<file path="src/rtl/wcu_cfg.svh">
// Offsets, field positions, reset values and codes of the word comparison unit
`ifndef WCU_CFG_SVH
`define WCU_CFG_SVH

// ----------------------------------------------------------------
// Register byte offsets
// ----------------------------------------------------------------
`define WCU_OFS_CTRL 8'h00
`define WCU_OFS_FLAGS 8'h04
`define WCU_OFS_RESULT 8'h08
`define WCU_OFS_IRQ_STAT 8'h0c
`define WCU_OFS_IRQ_MASK 8'h10
`define WCU_OFS_COUNT 8'h14

// ----------------------------------------------------------------
// Field positions
// ----------------------------------------------------------------
`define WCU_CTRL_ENABLE_BIT 0
`define WCU_FLAG_GREATER_BIT 0
`define WCU_FLAG_EQUAL_BIT 1
`define WCU_FLAG_LESS_BIT 2
`define WCU_FLAG_ERROR_BIT 3
`define WCU_IRQ_DONE_BIT 0
`define WCU_IRQ_ERROR_BIT 1

// ----------------------------------------------------------------
// Reset values and widths
// ----------------------------------------------------------------
`define WCU_CTRL_RESET 1'h1
`define WCU_IRQ_MASK_RESET 2'h0
`define WCU_TABLE_WORDS 16
`define WCU_TABLE_LAST 17'h0000f
`define WCU_TABLE_MATCH 16'h0000

// ----------------------------------------------------------------
// Operation codes and bus answers
// ----------------------------------------------------------------
`define WCU_OP_DOUBLE_WORD 3'h0
`define WCU_OP_TABLE_PAIR 3'h1
`define WCU_OP_SIGNED_WORD 3'h2
`define WCU_OP_SIGNED_DOUBLE 3'h3
`define WCU_OP_RANGE 3'h4
`define WCU_OP_DOUBLE_RANGE 3'h5
`define WCU_RESP_OKAY 2'h0
`define WCU_RESP_SLVERR 2'h2

`endif

</file>
<file path="src/rtl/wcu_pkg.sv">
// Types shared by the word comparison unit
package wcu_pkg;

   // ----------------------------------------------------------------
   // Operation selector
   // ----------------------------------------------------------------
   typedef enum logic [2:0] {
      WCU_DOUBLE_WORD = 3'h0,
      WCU_TABLE_PAIR = 3'h1,
      WCU_SIGNED_WORD = 3'h2,
      WCU_SIGNED_DOUBLE = 3'h3,
      WCU_RANGE = 3'h4,
      WCU_DOUBLE_RANGE = 3'h5
   } wcu_op_t;

   // ----------------------------------------------------------------
   // Complete state of the unit
   // ----------------------------------------------------------------
   typedef struct packed {
      logic aw_held;
      logic [7:0] awaddr_h;
      logic w_held;
      logic [31:0] wdata_h;
      logic [3:0] wstrb_h;
      logic bvalid;
      logic [1:0] bresp;
      logic rvalid;
      logic [31:0] rdata;
      logic [1:0] rresp;
      logic enable;
      logic greater;
      logic equal;
      logic less;
      logic error;
      logic [15:0] result;
      logic done;
      logic [1:0] irq_stat;
      logic [1:0] irq_mask;
      logic [15:0] count;
   } wcu_state_t;

endpackage : wcu_pkg

</file>
<file path="src/rtl/wcu_mag_cmp.sv">
// Magnitude comparator for 32-bit values, signed or unsigned
module wcu_mag_cmp
   import wcu_pkg::*;
(
   // Operands
   input wire logic [31:0] a,
   input wire logic [31:0] b,
   input wire logic signed_mode,
   // Relation
   output logic a_lt_b,
   output logic a_eq_b
);

   // Flipping both sign bits turns a two's complement order into an unsigned one
   always_comb begin
      a_eq_b = (a == b);
      a_lt_b = ({a[31] ^ signed_mode, a[30:0]} < {b[31] ^ signed_mode, b[30:0]});
   end

endmodule : wcu_mag_cmp

</file>
<file path="src/rtl/wcu_top.sv">
// Word comparison unit: six compare operations with flags and AXI4-Lite registers
// Function
// - Double-word compare drives greater, equal, less
// - High word sits above low word
// - Table compare: bit n set when differs
// - Table equal flag only when result zero
// - Error when a table overruns its area
// - Signed 16-bit compare drives flags
// - Exactly one of three flags on
// - Signed 32-bit compare from two words
// - Range compare: below, inside, above limits
// - Range error when lower exceeds upper
// - Double range compare, same flag scheme
// - Double range error when limits reversed
// - Condition off leaves flags and result
// - Error on faulty indirect operand
`include "wcu_cfg.svh"

module wcu_top
   import wcu_pkg::*;
(
   // Clock and reset
   input wire logic aclk,
   input wire logic aresetn,
   // AXI4-Lite write address and data
   input wire logic [7:0] s_axi_awaddr,
   input wire logic s_axi_awvalid,
   output logic s_axi_awready,
   input wire logic [31:0] s_axi_wdata,
   input wire logic [3:0] s_axi_wstrb,
   input wire logic s_axi_wvalid,
   output logic s_axi_wready,
   // AXI4-Lite write response
   output logic [1:0] s_axi_bresp,
   output logic s_axi_bvalid,
   input wire logic s_axi_bready,
   // AXI4-Lite read
   input wire logic [7:0] s_axi_araddr,
   input wire logic s_axi_arvalid,
   output logic s_axi_arready,
   output logic [31:0] s_axi_rdata,
   output logic [1:0] s_axi_rresp,
   output logic s_axi_rvalid,
   input wire logic s_axi_rready,
   // Sequencer request
   input wire logic exec_cond,
   input wire logic [2:0] op_select,
   input wire logic [31:0] first_operand,
   input wire logic [31:0] second_operand,
   input wire logic [31:0] third_operand,
   input wire logic [255:0] first_table,
   input wire logic [255:0] second_table,
   // Sequencer operand checks
   input wire logic [15:0] first_table_base,
   input wire logic [15:0] first_area_last,
   input wire logic [15:0] second_table_base,
   input wire logic [15:0] second_area_last,
   input wire logic indirect_fault,
   // Results
   output logic greater_flag,
   output logic equal_flag,
   output logic less_flag,
   output logic error_flag,
   output logic [15:0] result_word,
   output logic result_valid,
   // Interrupt
   output logic irq
);

   // ----------------------------------------------------------------
   // State
   // ----------------------------------------------------------------
   wcu_state_t st_r;
   wcu_state_t st_nxt;

   // ----------------------------------------------------------------
   // Operand shaping
   // ----------------------------------------------------------------
   logic [31:0] cmp_a [3];
   logic [31:0] cmp_b [3];
   // Relations out of the three comparators
   logic cmp_lt [3];
   logic cmp_eq [3];
   // Decoded request and table checks
   logic signed_sel;
   logic [15:0] table_diff;
   logic [16:0] first_last_word;
   logic [16:0] second_last_word;
   logic table_overrun;
   logic op_known;

   assign signed_sel = (op_select == `WCU_OP_SIGNED_WORD) || (op_select == `WCU_OP_SIGNED_DOUBLE);

   // Pick what each of the three comparators looks at
   always_comb begin
      // Defaults serve the unsigned 32-bit operations
      cmp_a[0] = first_operand;
      cmp_b[0] = second_operand;
      cmp_a[1] = first_operand;
      cmp_b[1] = third_operand;
      cmp_a[2] = second_operand;
      cmp_b[2] = third_operand;
      unique case (op_select)
         `WCU_OP_SIGNED_WORD: begin
            cmp_a[0] = {{16{first_operand[15]}}, first_operand[15:0]};
            cmp_b[0] = {{16{second_operand[15]}}, second_operand[15:0]};
         end
         `WCU_OP_RANGE: begin
            cmp_a[0] = {16'h0000, first_operand[15:0]};
            cmp_b[0] = {16'h0000, second_operand[15:0]};
            cmp_a[1] = {16'h0000, first_operand[15:0]};
            cmp_b[1] = {16'h0000, third_operand[15:0]};
            cmp_a[2] = {16'h0000, second_operand[15:0]};
            cmp_b[2] = {16'h0000, third_operand[15:0]};
         end
         // Double-word, table, signed double and double range take the defaults
         default: begin
         end
      endcase
   end

   // upper word on bits 31:16, lower on 15:0, as the sequencer delivers
   // Comparator 0 relates first to second, 1 first to third, 2 second to third
   genvar gi;
   generate
      for (gi = 0; gi < 3; gi++) begin : g_cmp
         wcu_mag_cmp u_cmp (
            .a(cmp_a[gi]),
            .b(cmp_b[gi]),
            .signed_mode(signed_sel),
            .a_lt_b(cmp_lt[gi]),
            .a_eq_b(cmp_eq[gi])
         );
      end
      for (gi = 0; gi < `WCU_TABLE_WORDS; gi++) begin : g_table
         assign table_diff[gi] = (first_table[gi*16 +: 16] != second_table[gi*16 +: 16]);
      end
   endgenerate

   // ----------------------------------------------------------------
   // Table and operation checks
   // ----------------------------------------------------------------
   // last table word must stay inside its area
   // Seventeen bits keep a base near the top of the map from wrapping
   assign first_last_word = {1'b0, first_table_base} + `WCU_TABLE_LAST;
   assign second_last_word = {1'b0, second_table_base} + `WCU_TABLE_LAST;
   assign table_overrun = (first_last_word > {1'b0, first_area_last}) ||
      (second_last_word > {1'b0, second_area_last});

   // Codes 6 and 7 decode to nothing and end as an error
   assign op_known = (op_select <= `WCU_OP_DOUBLE_RANGE);

   // ----------------------------------------------------------------
   // Next state
   // ----------------------------------------------------------------
   always_comb begin
      logic run;
      logic fault;
      logic w_go;
      logic [31:0] wmask;
      logic [1:0] ev;
      logic [1:0] clr;
      run = 1'b0;
      fault = 1'b0;
      w_go = 1'b0;
      wmask = 32'h0000_0000;
      ev = 2'h0;
      clr = 2'h0;
      // Everything holds unless a branch below moves it
      st_nxt = st_r;
      // Result pulse lasts one cycle
      st_nxt.done = 1'b0;

      // Compare execution
      // condition off, nothing moves
      run = exec_cond && st_r.enable;
      if (run) begin
         fault = indirect_fault || !op_known;
         unique case (op_select)
            `WCU_OP_TABLE_PAIR: fault = fault || table_overrun;
            `WCU_OP_RANGE, `WCU_OP_DOUBLE_RANGE: fault = fault || cmp_lt[2] == 1'b0 && cmp_eq[2] == 1'b0;
            default: begin
            end
         endcase
         st_nxt.done = 1'b1;
         // A clean compare clears the error flag
         st_nxt.error = fault;
         // Executed compares, wrapping at 16 bits
         st_nxt.count = st_r.count + 16'h0001;
         // An error leaves the three flags and the result as they were
         if (!fault) begin
            unique case (op_select)
               `WCU_OP_TABLE_PAIR: begin
                  st_nxt.result = table_diff;
                  st_nxt.equal = (table_diff == `WCU_TABLE_MATCH);
                  // one flag on, greater stands for mismatch
                  st_nxt.greater = (table_diff != `WCU_TABLE_MATCH);
                  st_nxt.less = 1'b0;
               end
               `WCU_OP_RANGE, `WCU_OP_DOUBLE_RANGE: begin
                  st_nxt.less = cmp_lt[0];
                  st_nxt.greater = !cmp_lt[1] && !cmp_eq[1];
                  st_nxt.equal = !cmp_lt[0] && (cmp_lt[1] || cmp_eq[1]);
               end
               default: begin
                  st_nxt.less = cmp_lt[0];
                  st_nxt.equal = cmp_eq[0];
                  st_nxt.greater = !cmp_lt[0] && !cmp_eq[0];
               end
            endcase
         end
      end

      // AXI write address and data are caught independently
      if (s_axi_awvalid && s_axi_awready) begin
         st_nxt.aw_held = 1'b1;
         st_nxt.awaddr_h = s_axi_awaddr;
      end
      if (s_axi_wvalid && s_axi_wready) begin
         st_nxt.w_held = 1'b1;
         st_nxt.wdata_h = s_axi_wdata;
         st_nxt.wstrb_h = s_axi_wstrb;
      end
      // Byte-lane mask from the held strobes
      for (int i = 0; i < 4; i++) begin
         wmask[i*8 +: 8] = {8{st_r.wstrb_h[i]}};
      end

      // Register write once both halves are held
      w_go = st_r.aw_held && st_r.w_held && !st_r.bvalid;
      if (w_go) begin
         st_nxt.aw_held = 1'b0;
         st_nxt.w_held = 1'b0;
         st_nxt.bvalid = 1'b1;
         st_nxt.bresp = `WCU_RESP_OKAY;
         unique case (st_r.awaddr_h)
            `WCU_OFS_CTRL: begin
               // Enable lives in the lowest byte lane
               if (st_r.wstrb_h[0]) begin
                  st_nxt.enable = st_r.wdata_h[`WCU_CTRL_ENABLE_BIT];
               end
            end
            `WCU_OFS_IRQ_STAT: clr = st_r.wdata_h[1:0] & wmask[1:0];
            `WCU_OFS_IRQ_MASK: begin
               st_nxt.irq_mask = (st_r.wdata_h[1:0] & wmask[1:0]) | (st_r.irq_mask & ~wmask[1:0]);
            end
            `WCU_OFS_FLAGS, `WCU_OFS_RESULT, `WCU_OFS_COUNT: begin
            end
            default: st_nxt.bresp = `WCU_RESP_SLVERR;
         endcase
      end
      // Response leaves once the master takes it
      if (st_r.bvalid && s_axi_bready) begin
         st_nxt.bvalid = 1'b0;
      end

      // Sticky events; a new event beats a clear in the same cycle
      // Any executed compare raises done, a failed one error as well
      ev[`WCU_IRQ_DONE_BIT] = run;
      ev[`WCU_IRQ_ERROR_BIT] = run && fault;
      st_nxt.irq_stat = (st_r.irq_stat & ~clr) | ev;

      // AXI read
      if (s_axi_arvalid && s_axi_arready) begin
         st_nxt.rvalid = 1'b1;
         st_nxt.rresp = `WCU_RESP_OKAY;
         // Unused bits read as zero
         st_nxt.rdata = 32'h0000_0000;
         unique case (s_axi_araddr)
            `WCU_OFS_CTRL: st_nxt.rdata[`WCU_CTRL_ENABLE_BIT] = st_r.enable;
            `WCU_OFS_FLAGS: begin
               st_nxt.rdata[`WCU_FLAG_GREATER_BIT] = st_r.greater;
               st_nxt.rdata[`WCU_FLAG_EQUAL_BIT] = st_r.equal;
               st_nxt.rdata[`WCU_FLAG_LESS_BIT] = st_r.less;
               st_nxt.rdata[`WCU_FLAG_ERROR_BIT] = st_r.error;
            end
            `WCU_OFS_RESULT: st_nxt.rdata[15:0] = st_r.result;
            `WCU_OFS_IRQ_STAT: st_nxt.rdata[1:0] = st_r.irq_stat;
            `WCU_OFS_IRQ_MASK: st_nxt.rdata[1:0] = st_r.irq_mask;
            `WCU_OFS_COUNT: st_nxt.rdata[15:0] = st_r.count;
            default: st_nxt.rresp = `WCU_RESP_SLVERR;
         endcase
      end else if (st_r.rvalid && s_axi_rready) begin
         st_nxt.rvalid = 1'b0;
      end
   end

   // ----------------------------------------------------------------
   // State register
   // ----------------------------------------------------------------
   // flags only change on the executing edge
   always_ff @(posedge aclk) begin
      if (!aresetn) begin
         // Counter, result and sticky bits start cleared
         st_r <= '0;
         st_r.enable <= `WCU_CTRL_RESET;
         st_r.irq_mask <= `WCU_IRQ_MASK_RESET;
         // start with equal on so one flag always shows
         st_r.equal <= 1'b1;
      end else begin
         st_r <= st_nxt;
      end
   end

   // ----------------------------------------------------------------
   // Outputs
   // ----------------------------------------------------------------
   // Bus handshakes
   // Ready drops while a word is held, so a new one cannot overwrite it
   assign s_axi_awready = !st_r.aw_held && !st_r.bvalid;
   assign s_axi_wready = !st_r.w_held && !st_r.bvalid;
   assign s_axi_bvalid = st_r.bvalid;
   assign s_axi_bresp = st_r.bresp;
   assign s_axi_arready = !st_r.rvalid;
   assign s_axi_rvalid = st_r.rvalid;
   assign s_axi_rdata = st_r.rdata;
   assign s_axi_rresp = st_r.rresp;

   // Compare results
   assign greater_flag = st_r.greater;
   assign equal_flag = st_r.equal;
   assign less_flag = st_r.less;
   assign error_flag = st_r.error;
   assign result_word = st_r.result;
   assign result_valid = st_r.done;

   // Level interrupt from unmasked sticky bits
   assign irq = |(st_r.irq_stat & st_r.irq_mask);

endmodule : wcu_top

</file>
<file path="config.mk">
export PLATFORM = sky130hd
export DESIGN_NAME = wcu_top
export DESIGN_NICKNAME = d
export VERILOG_FILES = /design/src/rtl/wcu_pkg.sv /design/src/rtl/wcu_mag_cmp.sv /design/src/rtl/wcu_top.sv
export VERILOG_INCLUDE_DIRS = /design/src /design/src/rtl
export SDC_FILE = /design/constraint.sdc
export NUM_CORES = 1
export LEC_CHECK = 0
export BUFFER_PORTS_ARGS = -buffer_cell sky130_fd_sc_hd__buf_2
export CORE_AREA = 2 2 309 311
export DETAILED_ROUTE_END_ITERATION = 7
export DIE_AREA = 0 0 311 313
export PLACE_DENSITY_LB_ADDON = 0.1
export SYNTH_ARGS = -nofsm -noshare
export SYNTH_HDL_FRONTEND = slang
export SYNTH_SLANG_ARGS = --single-unit
</file>
<file path="constraint.sdc">
create_clock -name aclk -period 5 [get_ports aclk]
set_input_delay 0.25 -clock aclk [delete_from_list [all_inputs] [get_ports aclk]]
set_output_delay 0.25 -clock aclk [all_outputs]
set_load 0.1 [all_outputs]
</file>
**After elaboration in Yosys (flattened, before gate mapping)**

Cells that the tools add are included.

- Register bits: 77
- Output and inout port bits: 63
- Bits of input ports: 736

- Mux-type cells: 19
- Order comparisons: 6
- Reductions and logical operators: 45
- Bitwise gates (word level): 18
- Equal/unequal tests: 34
- $add $sub $neg: 3

Operators with widths:

| operator | count |
|---|---|
| != test 16 bit | 16 |
| 2-to-1 mux 64 bit | 2 |
| case mux 32 bit (2 select lines) | 2 |
| equality test 32 bit | 3 |
| less-than comparator 32 bit | 3 |
| adder 16 x 4 -> 17 bit, second input constant | 2 |
| > comparator 17 x 16 -> 1 bit | 2 |
| equality test 8 x 4 -> 1 bit, second input constant | 4 |
| equality test 8 x 5 -> 1 bit, second input constant | 4 |
| case mux 12 bit (2 select lines) | 1 |
| adder 16 x 1 -> 16 bit, second input constant | 1 |
| equality test 8 x 3 -> 1 bit, second input constant | 2 |
| zero test 16 bit | 1 |
| zero test 8 bit | 2 |
| nonzero test 16 bit | 1 |
| logical AND 1 bit | 15 |
| OR reduction 6 bit | 2 |
| zero test 1 bit | 9 |
| AND 2 bit | 4 |
| 2-to-1 mux 2 bit | 4 |
| OR reduction 2 bit | 4 |
| equality test 3 x 2 -> 1 bit, second input constant | 2 |
| equality test 3 bit, second input constant | 2 |
| logical OR 1 bit | 6 |
| other kinds (15) | 31 |

**Logic depth before layout (Yosys ltp)**

Gate-level depths: netlist of run 1.

- Word-level depth: 12
- Mapped depth: 17

**By module**

From an unflattened synthesis of run 1, not the netlist that was laid out.

- Cells, all modules: 1410
- Area, all modules: 10877.9 um2

By module, submodules not included:

| module | instances | sequential area each (um2) | cells each | area each (um2) |
|---|---|---|---|---|
| wcu_top | 1 | 1501.4 | 1060 | 8393.0 |
| wcu_mag_cmp (g_cmp[0].u_cmp ...) | 2 | 0.0 | 117 | 833.3 |
| wcu_mag_cmp (g_cmp[2].u_cmp) | 1 | 0.0 | 116 | 818.3 |

**Least setup slack after synthesis of run 1**

No wires, ideal clock.

- Path kind: input -> register
- From: input port op_select[0]
- To: register st_r, in the netlist equal_flag
- Arrival: 3212 ps
- Required time: 4875 ps
- Stages on the path: 15
- Path slack: 1663 ps
- Buffers on the path: 4
- Cell sequence: clkbuf_2 nand2b_1 clkbuf_1 and2_1 clkbuf_1 clkbuf_1 a21o_1 ha_1 a211oi_1 nand2_1 a2111oi_0 o21ai_0 o221ai_1 nor3_1 o41a_1

- Longest elaborated chain between the ends: 11
- Elaborated cells between the ends (all ways): 39

Ends and longest elaborated chain:

| what | RTL line | text |
|---|---|---|
| start, declared | wcu_top.sv:47 | `input wire logic [2:0] op_select,` |
| equality test 3 bit, or another cell as far along | wcu_top.sv:103, wcu_top.sv:179, wcu_top.sv:192 |  |
| 2-to-1 mux 64 bit / logical OR 1 bit (equally long branches) | wcu_top.sv:103, wcu_top.sv:92 |  |
| bitwise XOR 1 bit | wcu_mag_cmp.sv:17 | `a_lt_b = ({a[31] ^ signed_mode, a[30:0]} < {b[31] ^ signed_mode, b[30:0]});` |
| less-than comparator 32 bit | wcu_mag_cmp.sv:17 |  |
| NOT 1 bit | wcu_top.sv:181 | `` `WCU_OP_RANGE, `WCU_OP_DOUBLE_RANGE: fault = fault \|\| cmp_lt[2] == 1'b0 && cmp_eq[2] == 1'b0; `` |
| logical AND 1 bit | wcu_top.sv:181 |  |
| logical OR 1 bit | wcu_top.sv:181 |  |
| case mux 1 bit (2 select lines) | wcu_top.sv:179 | `unique case (op_select)` |
| 2-to-1 mux 1 bit | wcu_top.sv:177 | `if (run) begin` |
| NOT 1 bit (no line) | n/a |  |
| AND reduction 2 bit (no line) | n/a |  |
| end signal, assigned | wcu_top.sv:301 | `st_r <= st_nxt;` |
| end, declared | wcu_top.sv:73 | `wcu_state_t st_r;` |

Parallel ways exist; a longest one is shown, timed or not. The select of a mux whose other input is x is not followed.
A chain may end at the register's enable or synchronous reset.

**Worst setup path in the final report of run 1**

- From: input port op_select[1]
- To: register st_r, in the netlist equal_flag

Same word-level chain as after synthesis.

==> results of run 1 <==
[worst max-delay path by stage]
stage / start / to / slack [ns] / cells after the start
global route: op_select[1] / equal_flag / 0.82 / 13
finish: op_select[1] / equal_flag / 1.23 / 13
detailed placement: op_select[1] / equal_flag / 0.88 / 13
global placement: second_table_base[3] / equal_flag / 0.91 / 13
floorplan: op_select[0] / equal_flag / 1.66 / 15
CTS: op_select[1] / equal_flag / 1.27 / 13
[power by group]
| group | switching (W) | leakage, nW | internal, W | total, W |
|---|---|---|---|---|
| Sequential | 0.0000253 | 0.612 | 0.000625 | 0.000650 |
| Clock | 0.000303 | 0.173 | 0.000503 | 0.000806 |
| Combinational | 0.000743 | 7.11 | 0.000512 | 0.00126 |
[synthesized netlist by cell type (3+ instances only)]
cell	instances
a2111oi_0	4
a211oi_1	10
a21boi_0	23
a21o_1	23
a21oi_1	75
a221oi_1	15
and2_1	45
and3_1	4
buf_4	53
clkbuf_1	31
dfxtp_1	75
ha_1	131
inv_1	81
mux2_2	3
mux2i_1	23
nand2_1	94
nand2b_1	12
nand3_1	33
nand3b_1	3
nand4_1	56
nor2_1	46
nor2b_1	28
nor3_1	17
nor3b_1	18
nor4_1	69
o211a_1	4
o211ai_1	7
o21a_1	3
o21ai_0	24
or3_1	6
or4_1	3
xnor2_1	42
xor2_1	256
[worst max-delay path, stage by stage]
cell and delay, ns:
buf_2 0.21, nor2b_1 0.28, nand2b_1 0.17, nor2_1 0.84
a21o_1 0.14, ha_1 0.25, a211oi_1 0.28, nand2_1 0.13
a2111oi_0 0.33, o21ai_0 0.22, o221ai_1 0.43, nor3_1 0.09
o41a_1 0.41
[cell type report]
cell class              instances  area (um2)  area share
well taps                    1265        1580      0.0985
multi-input cells            1130        8450       0.526
flip-flops and latches         75        1500      0.0935
clock inverters                 6         113     0.00701
inverters                      81         304      0.0189
repair buffers                761        3840       0.239
clock buffers                  10         239      0.0149
diodes                         10        25.0     0.00156
[kinds of logic (layout without fill, tap and decap cells)]
kind of cell    Yosys count  count (layout)  synth area share
compound gates          209             209             0.129
xor+xnor                298             298             0.243
fa+ha+maj               131             131             0.152
buf+inv                 169             858            0.0805
flops                    75              75             0.140
mux                      27              27            0.0266
other cells               1              28          0.000349
simple gates            447             447             0.229
[metrics by stage]
| step | total power [W] | instance area [um2] | hold slack, ns | instances |
|---|---|---|---|---|
| detailed placement | 0.00194 | 15700 | 0.458 | 3312 |
| finish | 0.00271 | 16100 | 0.135 | 3338 |
| global route | 0.00291 | 16000 | 0.134 | 3331 |
| global placement | 0.00193 | 15700 | 0.459 | 3312 |
| floorplan | 0.00139 | 10800 | 0.388 | 1374 |
| CTS | 0.00278 | 16000 | 0.104 | 3328 |
[metal layers]
layer / vias to the layer above / global-route usage / wire, um / part of all wire
li1: 6140 / - / - / -
met1: 5597 / 0.162 / 28300 / 0.42
met2: 429 / 0.229 / 32800 / 0.49
met3: 60 / 0.0420 / 5210 / 0.078
met4: 28 / 0.0191 / 600 / 0.0089
met5: - / 0 / 186 / 0.0028
==> results.md, run 1 <==
- Pre-Repair DR Iteration Count: 4
- Clock latency at the later pin of the worst-skew pair: around 0.37 ns
- Worst hold start: s_axi_arvalid
- RSZ-0062 raised after global routing: no
- Crit end category: flop
- Placer Congestion: 0.899
- Initial antenna violation count: 40
- CTS buffer count: 9
- Vias in the first global route: 12,800
- FF-to-FF End: st_r[7]
- Post-layout util: 0.171
- Min-delay worst type: input port to flop
- Final Max Tran Viols: 0
- 1st-iter DRT viols: between 500 and 600
- Yosys cell types: between 60 and 70
- # setup viols final: 0
- Root Buffer: clkbuf_16
- Initial Util: 0.114
- Cell Pwr Density: 169 nW/um2
- Final Hold Vio Count: 0
- Cell Area, Synth: about 11,000 um2
- Share of flip-flops with an asynchronous set or reset: 0
- Vias: 12,300
- Startpoint Class: input port
- Most common cell after layout, fill and taps aside: buf_2
- Hpwl dp: 61.9 mm
- Worst vdd ir: 0.000153 V
- Global-route wire length before repair: 91.9 mm
- Pin count of the biggest net entering global routing: 59
- ANT nets after route: 0
- Setup WS post-layout: 1.23 ns
- I/O Pins: 799
- Post-layout min period: around 3.8 ns
- Max FFs per register: 32
- Crit path kind: input port to flop
- Vias/cell: between 3 and 4
- Achievable Freq: 0.266 GHz
- Die height: 313 um
- Fillers: 11,000
- Mapped Cells: between 1,000 and 1,500
- Hold Crit Endpoint: s_axi_rvalid
- Synth-to-Final Area Change: 49.4%
- Worst-path clk slew: 0.07 ns
- CTS sink cnt: 75
- Status: complete, no violations
- Die area: 97,300 um2
- Post-CTS Resized: 0
- Cell depth of the worst hold path: 2
- Max FO, Critical Path: 15
- # Post-CTS Setup Buffers: 0
- Dominant synthesized flop cell: dfxtp_1
- Syn. warnings: 0
- DP Worst Slack: 0.883 ns
- Post-Route WL: approximately 67 mm
- Most flops, register: st_r
- Crit path required time: 5.25 ns
- Fraction of layout cells with a size suffix above 1: 0.384
- Reg-to-Reg Start: st_r[41]
- Post-Syn Area per Cell: 7.92 um2
- Seq/Total Area, Yosys: 0.140
- Number of H-tree levels: 3
- Slew @ Worst Pin: 1.07 ns
- Crit share post-route: 0.753
- Cell Rows: 113
- Setup TNS: 0 ns
- Yosys reg bits: 75
- CTS Hold Bufs: 0
- Post-synth EDFFs: 0
- Skew final: 0.0104 ns
- Core area: 94,200 um2
- R2R depth: 4
- Most frequent cells in the layout: buf_2, xor2_1, ha_1, nand2_1, inv_1
- FF-to-FF setup slack: between 2 and 3 ns
- Rel. slew slack: 0.283
- Leakage: slightly below 8 nW
- Max Cap Viol: 0
- CTS Buffer Depth: 2
- WL/cell: 20.1 um
- Synth top area share: 0.208
- # DRC: 0
- Worst path arrival time: 4.02 ns
- CTS tree: done
- Largest area contributor in the netlist: xor2_1
- Final #Nets: just under 3,000
- GRT overflow: 0
- Tot GR Track Use: 0.132
- Top post-synthesis cells by area: xor2_1, ha_1, dfxtp_1, nor4_1, buf_4
- Port bufs: approximately 750
- Die X: 311 um
(Power assumes the default switching activity.)
==> run 2, diff against run 1 <==
--- a/config.mk
+++ b/config.mk
@@ -7,9 +7,9 @@
 export NUM_CORES = 1
 export LEC_CHECK = 0
 export BUFFER_PORTS_ARGS = -buffer_cell sky130_fd_sc_hd__buf_2
-export CORE_AREA = 2 2 309 311
+export CORE_AREA = 2 2 310 312
 export DETAILED_ROUTE_END_ITERATION = 7
-export DIE_AREA = 0 0 311 313
+export DIE_AREA = 0 0 312 314
 export PLACE_DENSITY_LB_ADDON = 0.1
 export SYNTH_ARGS = -nofsm -noshare
 export SYNTH_HDL_FRONTEND = slang
==> constraint.sdc (replaced) <==
create_clock -name aclk -period 3.8 [get_ports aclk]
set_input_delay 0.19 -clock aclk [delete_from_list [all_inputs] [get_ports aclk]]
set_output_delay 0.19 -clock aclk [all_outputs]
set_load 0.1 [all_outputs]
==> run 2 against run 1 <==
Compared with the run above:
- setup slack lost 0.91 ns
- clock skew is 0.0010 ns higher
- first-iteration DRC count is 21% lower
- critical path depth unchanged
- worst hold slack got worse by 0.062 ns
- sequential power up 31%
- via count is essentially flat
- die area increased by 0.64%
- clock-buffer cell count increased by 2
- global-route usage decreased by 0.14 points
- non-clock buffer count rose by 25
- clock power up 24%
==> results.md, run 2 (same netlist as run 1, synthesis figures left out) <==
- Status: complete, no violations
- Vias/cell: 3.64
- Initial antenna violation count: 41
- Die height: 314 um
- Max Cap Viol: 0
- Leakage: 8.02 nW
- Crit path required time: 4.05 ns
- # setup viols final: 0
- Max FFs per register: 32
- Post-Route WL: 67.4 mm
- Most frequent cells in the layout: buf_2, xor2_1, ha_1, nand2_1, inv_1
- Post-layout min period: around 3.5 ns
- Skew final: 0.0114 ns
- Fraction of layout cells with a size suffix above 1: 0.392
- 1st-iter DRT viols: 433
- Tot GR Track Use: 0.131
- I/O Pins: 799
- Vias: 12,300
- WL/cell: 20.0 um
- DP Worst Slack: -0.176 ns
- # DRC: 0
- Rel. slew slack: 0.389
- Post-layout util: 0.172
- CTS Buffer Depth: 2
- Flop pwr share: 0.240
- Most flops, register: st_r
- Final Hold Vio Count: 0
- Clock latency at the later pin of the worst-skew pair: about 0.36 ns
- NetSw: ~0.0014 W
- CTS sink cnt: 75
- Worst vdd ir: 0.000212 V
- Hpwl dp: roughly 62 mm
- Crit-path cells: buf_2 -> or3b_1 -> buf_4 -> buf_4 -> and2_1 -> ha_1 -> a2111oi_0 -> buf_4 -> a31oi_1 -> o311ai_0 -> buf_4 -> a21oi_1 -> o41a_1
- Number of H-tree levels: 3
- Initial Util: 0.114
- Clk pwr share: 0.282
- Slew @ Worst Pin: 0.916 ns
- Port bufs: around 750
- CTS buffer count: 9
- CP max stage delay: 0.58 ns
- Pre-Repair DR Iteration Count: 4
- Worst path arrival time: around 3.7 ns
- Setup WS post-layout: roughly 0.33 ns
- Crit path kind: input port to flop
- Vias in the first global route: 12,800
- Root Buffer: clkbuf_16
- Part of the power in combinational logic: 0.478
- Final #Nets: ~3,000
- Worst-path clk slew: 0.07 ns
- Core area: approximately 94,000 um2
- Final Max Tran Viols: 0
- CP dominant cell by count: buf_4
- Sw Ratio: 0.398
- GRT overflow: 0
- Placer Congestion: 0.920
- Die area: 98,000 um2
- Global-route wire length before repair: between 90 and 100 mm
- Crit end category: flop
- Slowest-stage cell, CP: o311ai_0
- Internal: 0.00213 W
- FF-to-FF setup slack: 1.72 ns
- Max FO, Critical Path: 25
- Setup TNS: 0 ns
- Achievable Freq: 0.288 GHz
- Synth-to-Final Area Change: 51.4%
- Most common cell after layout, fill and taps aside: buf_2
- # Post-CTS Setup Buffers: 0
- Cell Pwr Density: 218 nW/um2
- Min-delay worst type: input port to flop
- Cell Rows: approximately 110
- RSZ-0062 raised after global routing: no
- Pin count of the biggest net entering global routing: 50
- ANT nets after route: 0
- Crit share post-route: 0.913
- Die X: 312 um
- Startpoint Class: input port
- CTS tree: done
## run 2: through the flow
step | hold slack, ns | std cells | area (um2) | total power (W)
6_report | 0.0729 | 3373 | 16300 | 0.00354
5_1_grt | 0.0538 | 3360 | 16300 | 0.00382
4_1_cts | 0.0317 | 3353 | 16200 | 0.00365
3_5_place_dp | 0.450 | 3337 | 15900 | 0.00259
3_3_place_gp | 0.449 | 3337 | 15900 | 0.00258
2_1_floorplan | 0.328 | 1374 | 10800 | 0.00183
## run 2: path summary, 6_finish.rpt
check / startpoint / cells after the start / end
hold / removal: s_axi_arvalid / 2 / s_axi_rvalid
setup / recovery: op_select[2] / 13 / equal_flag
setup reg to reg: st_r[41] / 5 / st_r[15]
hold reg to reg: st_r[122] / 2 / st_r[122]
## run 2: critical path: cells and delay by family
kind / cells / cell delay (ns)
compound gates: 5 / 1.69
buf+inv: 5 / 1.00
simple gates: 2 / 0.56
fa+ha+maj: 1 / 0.26
## run 2: what timing repair did
action,4_1_cts,5_1_grt
hold buffers,0,0
endpoints found under the setup margin,0,1
resized for setup,0,1
## run 2: metal layers
metal	up-vias	track usage	routed length [um]
met5	-	0	160
met4	26	0.0201	559
met3	52	0.0376	5130
met2	409	0.220	32000
met1	5568	0.168	29500
li1	6209	-	-
## run 2: power by group through the flow
stage	combinational, W	clock, W	sequential, W
finish	0.00169	0.000998	0.000852
global route	0.00188	0.00109	0.000858
CTS	0.00173	0.00107	0.000854
detailed placement	0.00172	0	0.000872
global placement	0.00171	0	0.000871
floorplan	0.000927	0	0.000902
## run 2: layout make-up
| cell class | instances | area, um2 |
|---|---|---|
| Fill cell | 11100 | 78200 |
| Multi-Input combinational cell | 1130 | 8460 |
| Timing Repair Buffer | 786 | 4060 |
| Tap cell | 1265 | 1580 |
| Sequential cell | 75 | 1500 |
| Inverter | 81 | 304 |
| Clock buffer | 12 | 256 |
| Clock inverter | 4 | 72.6 |
| Antenna cell | 20 | 50.0 |
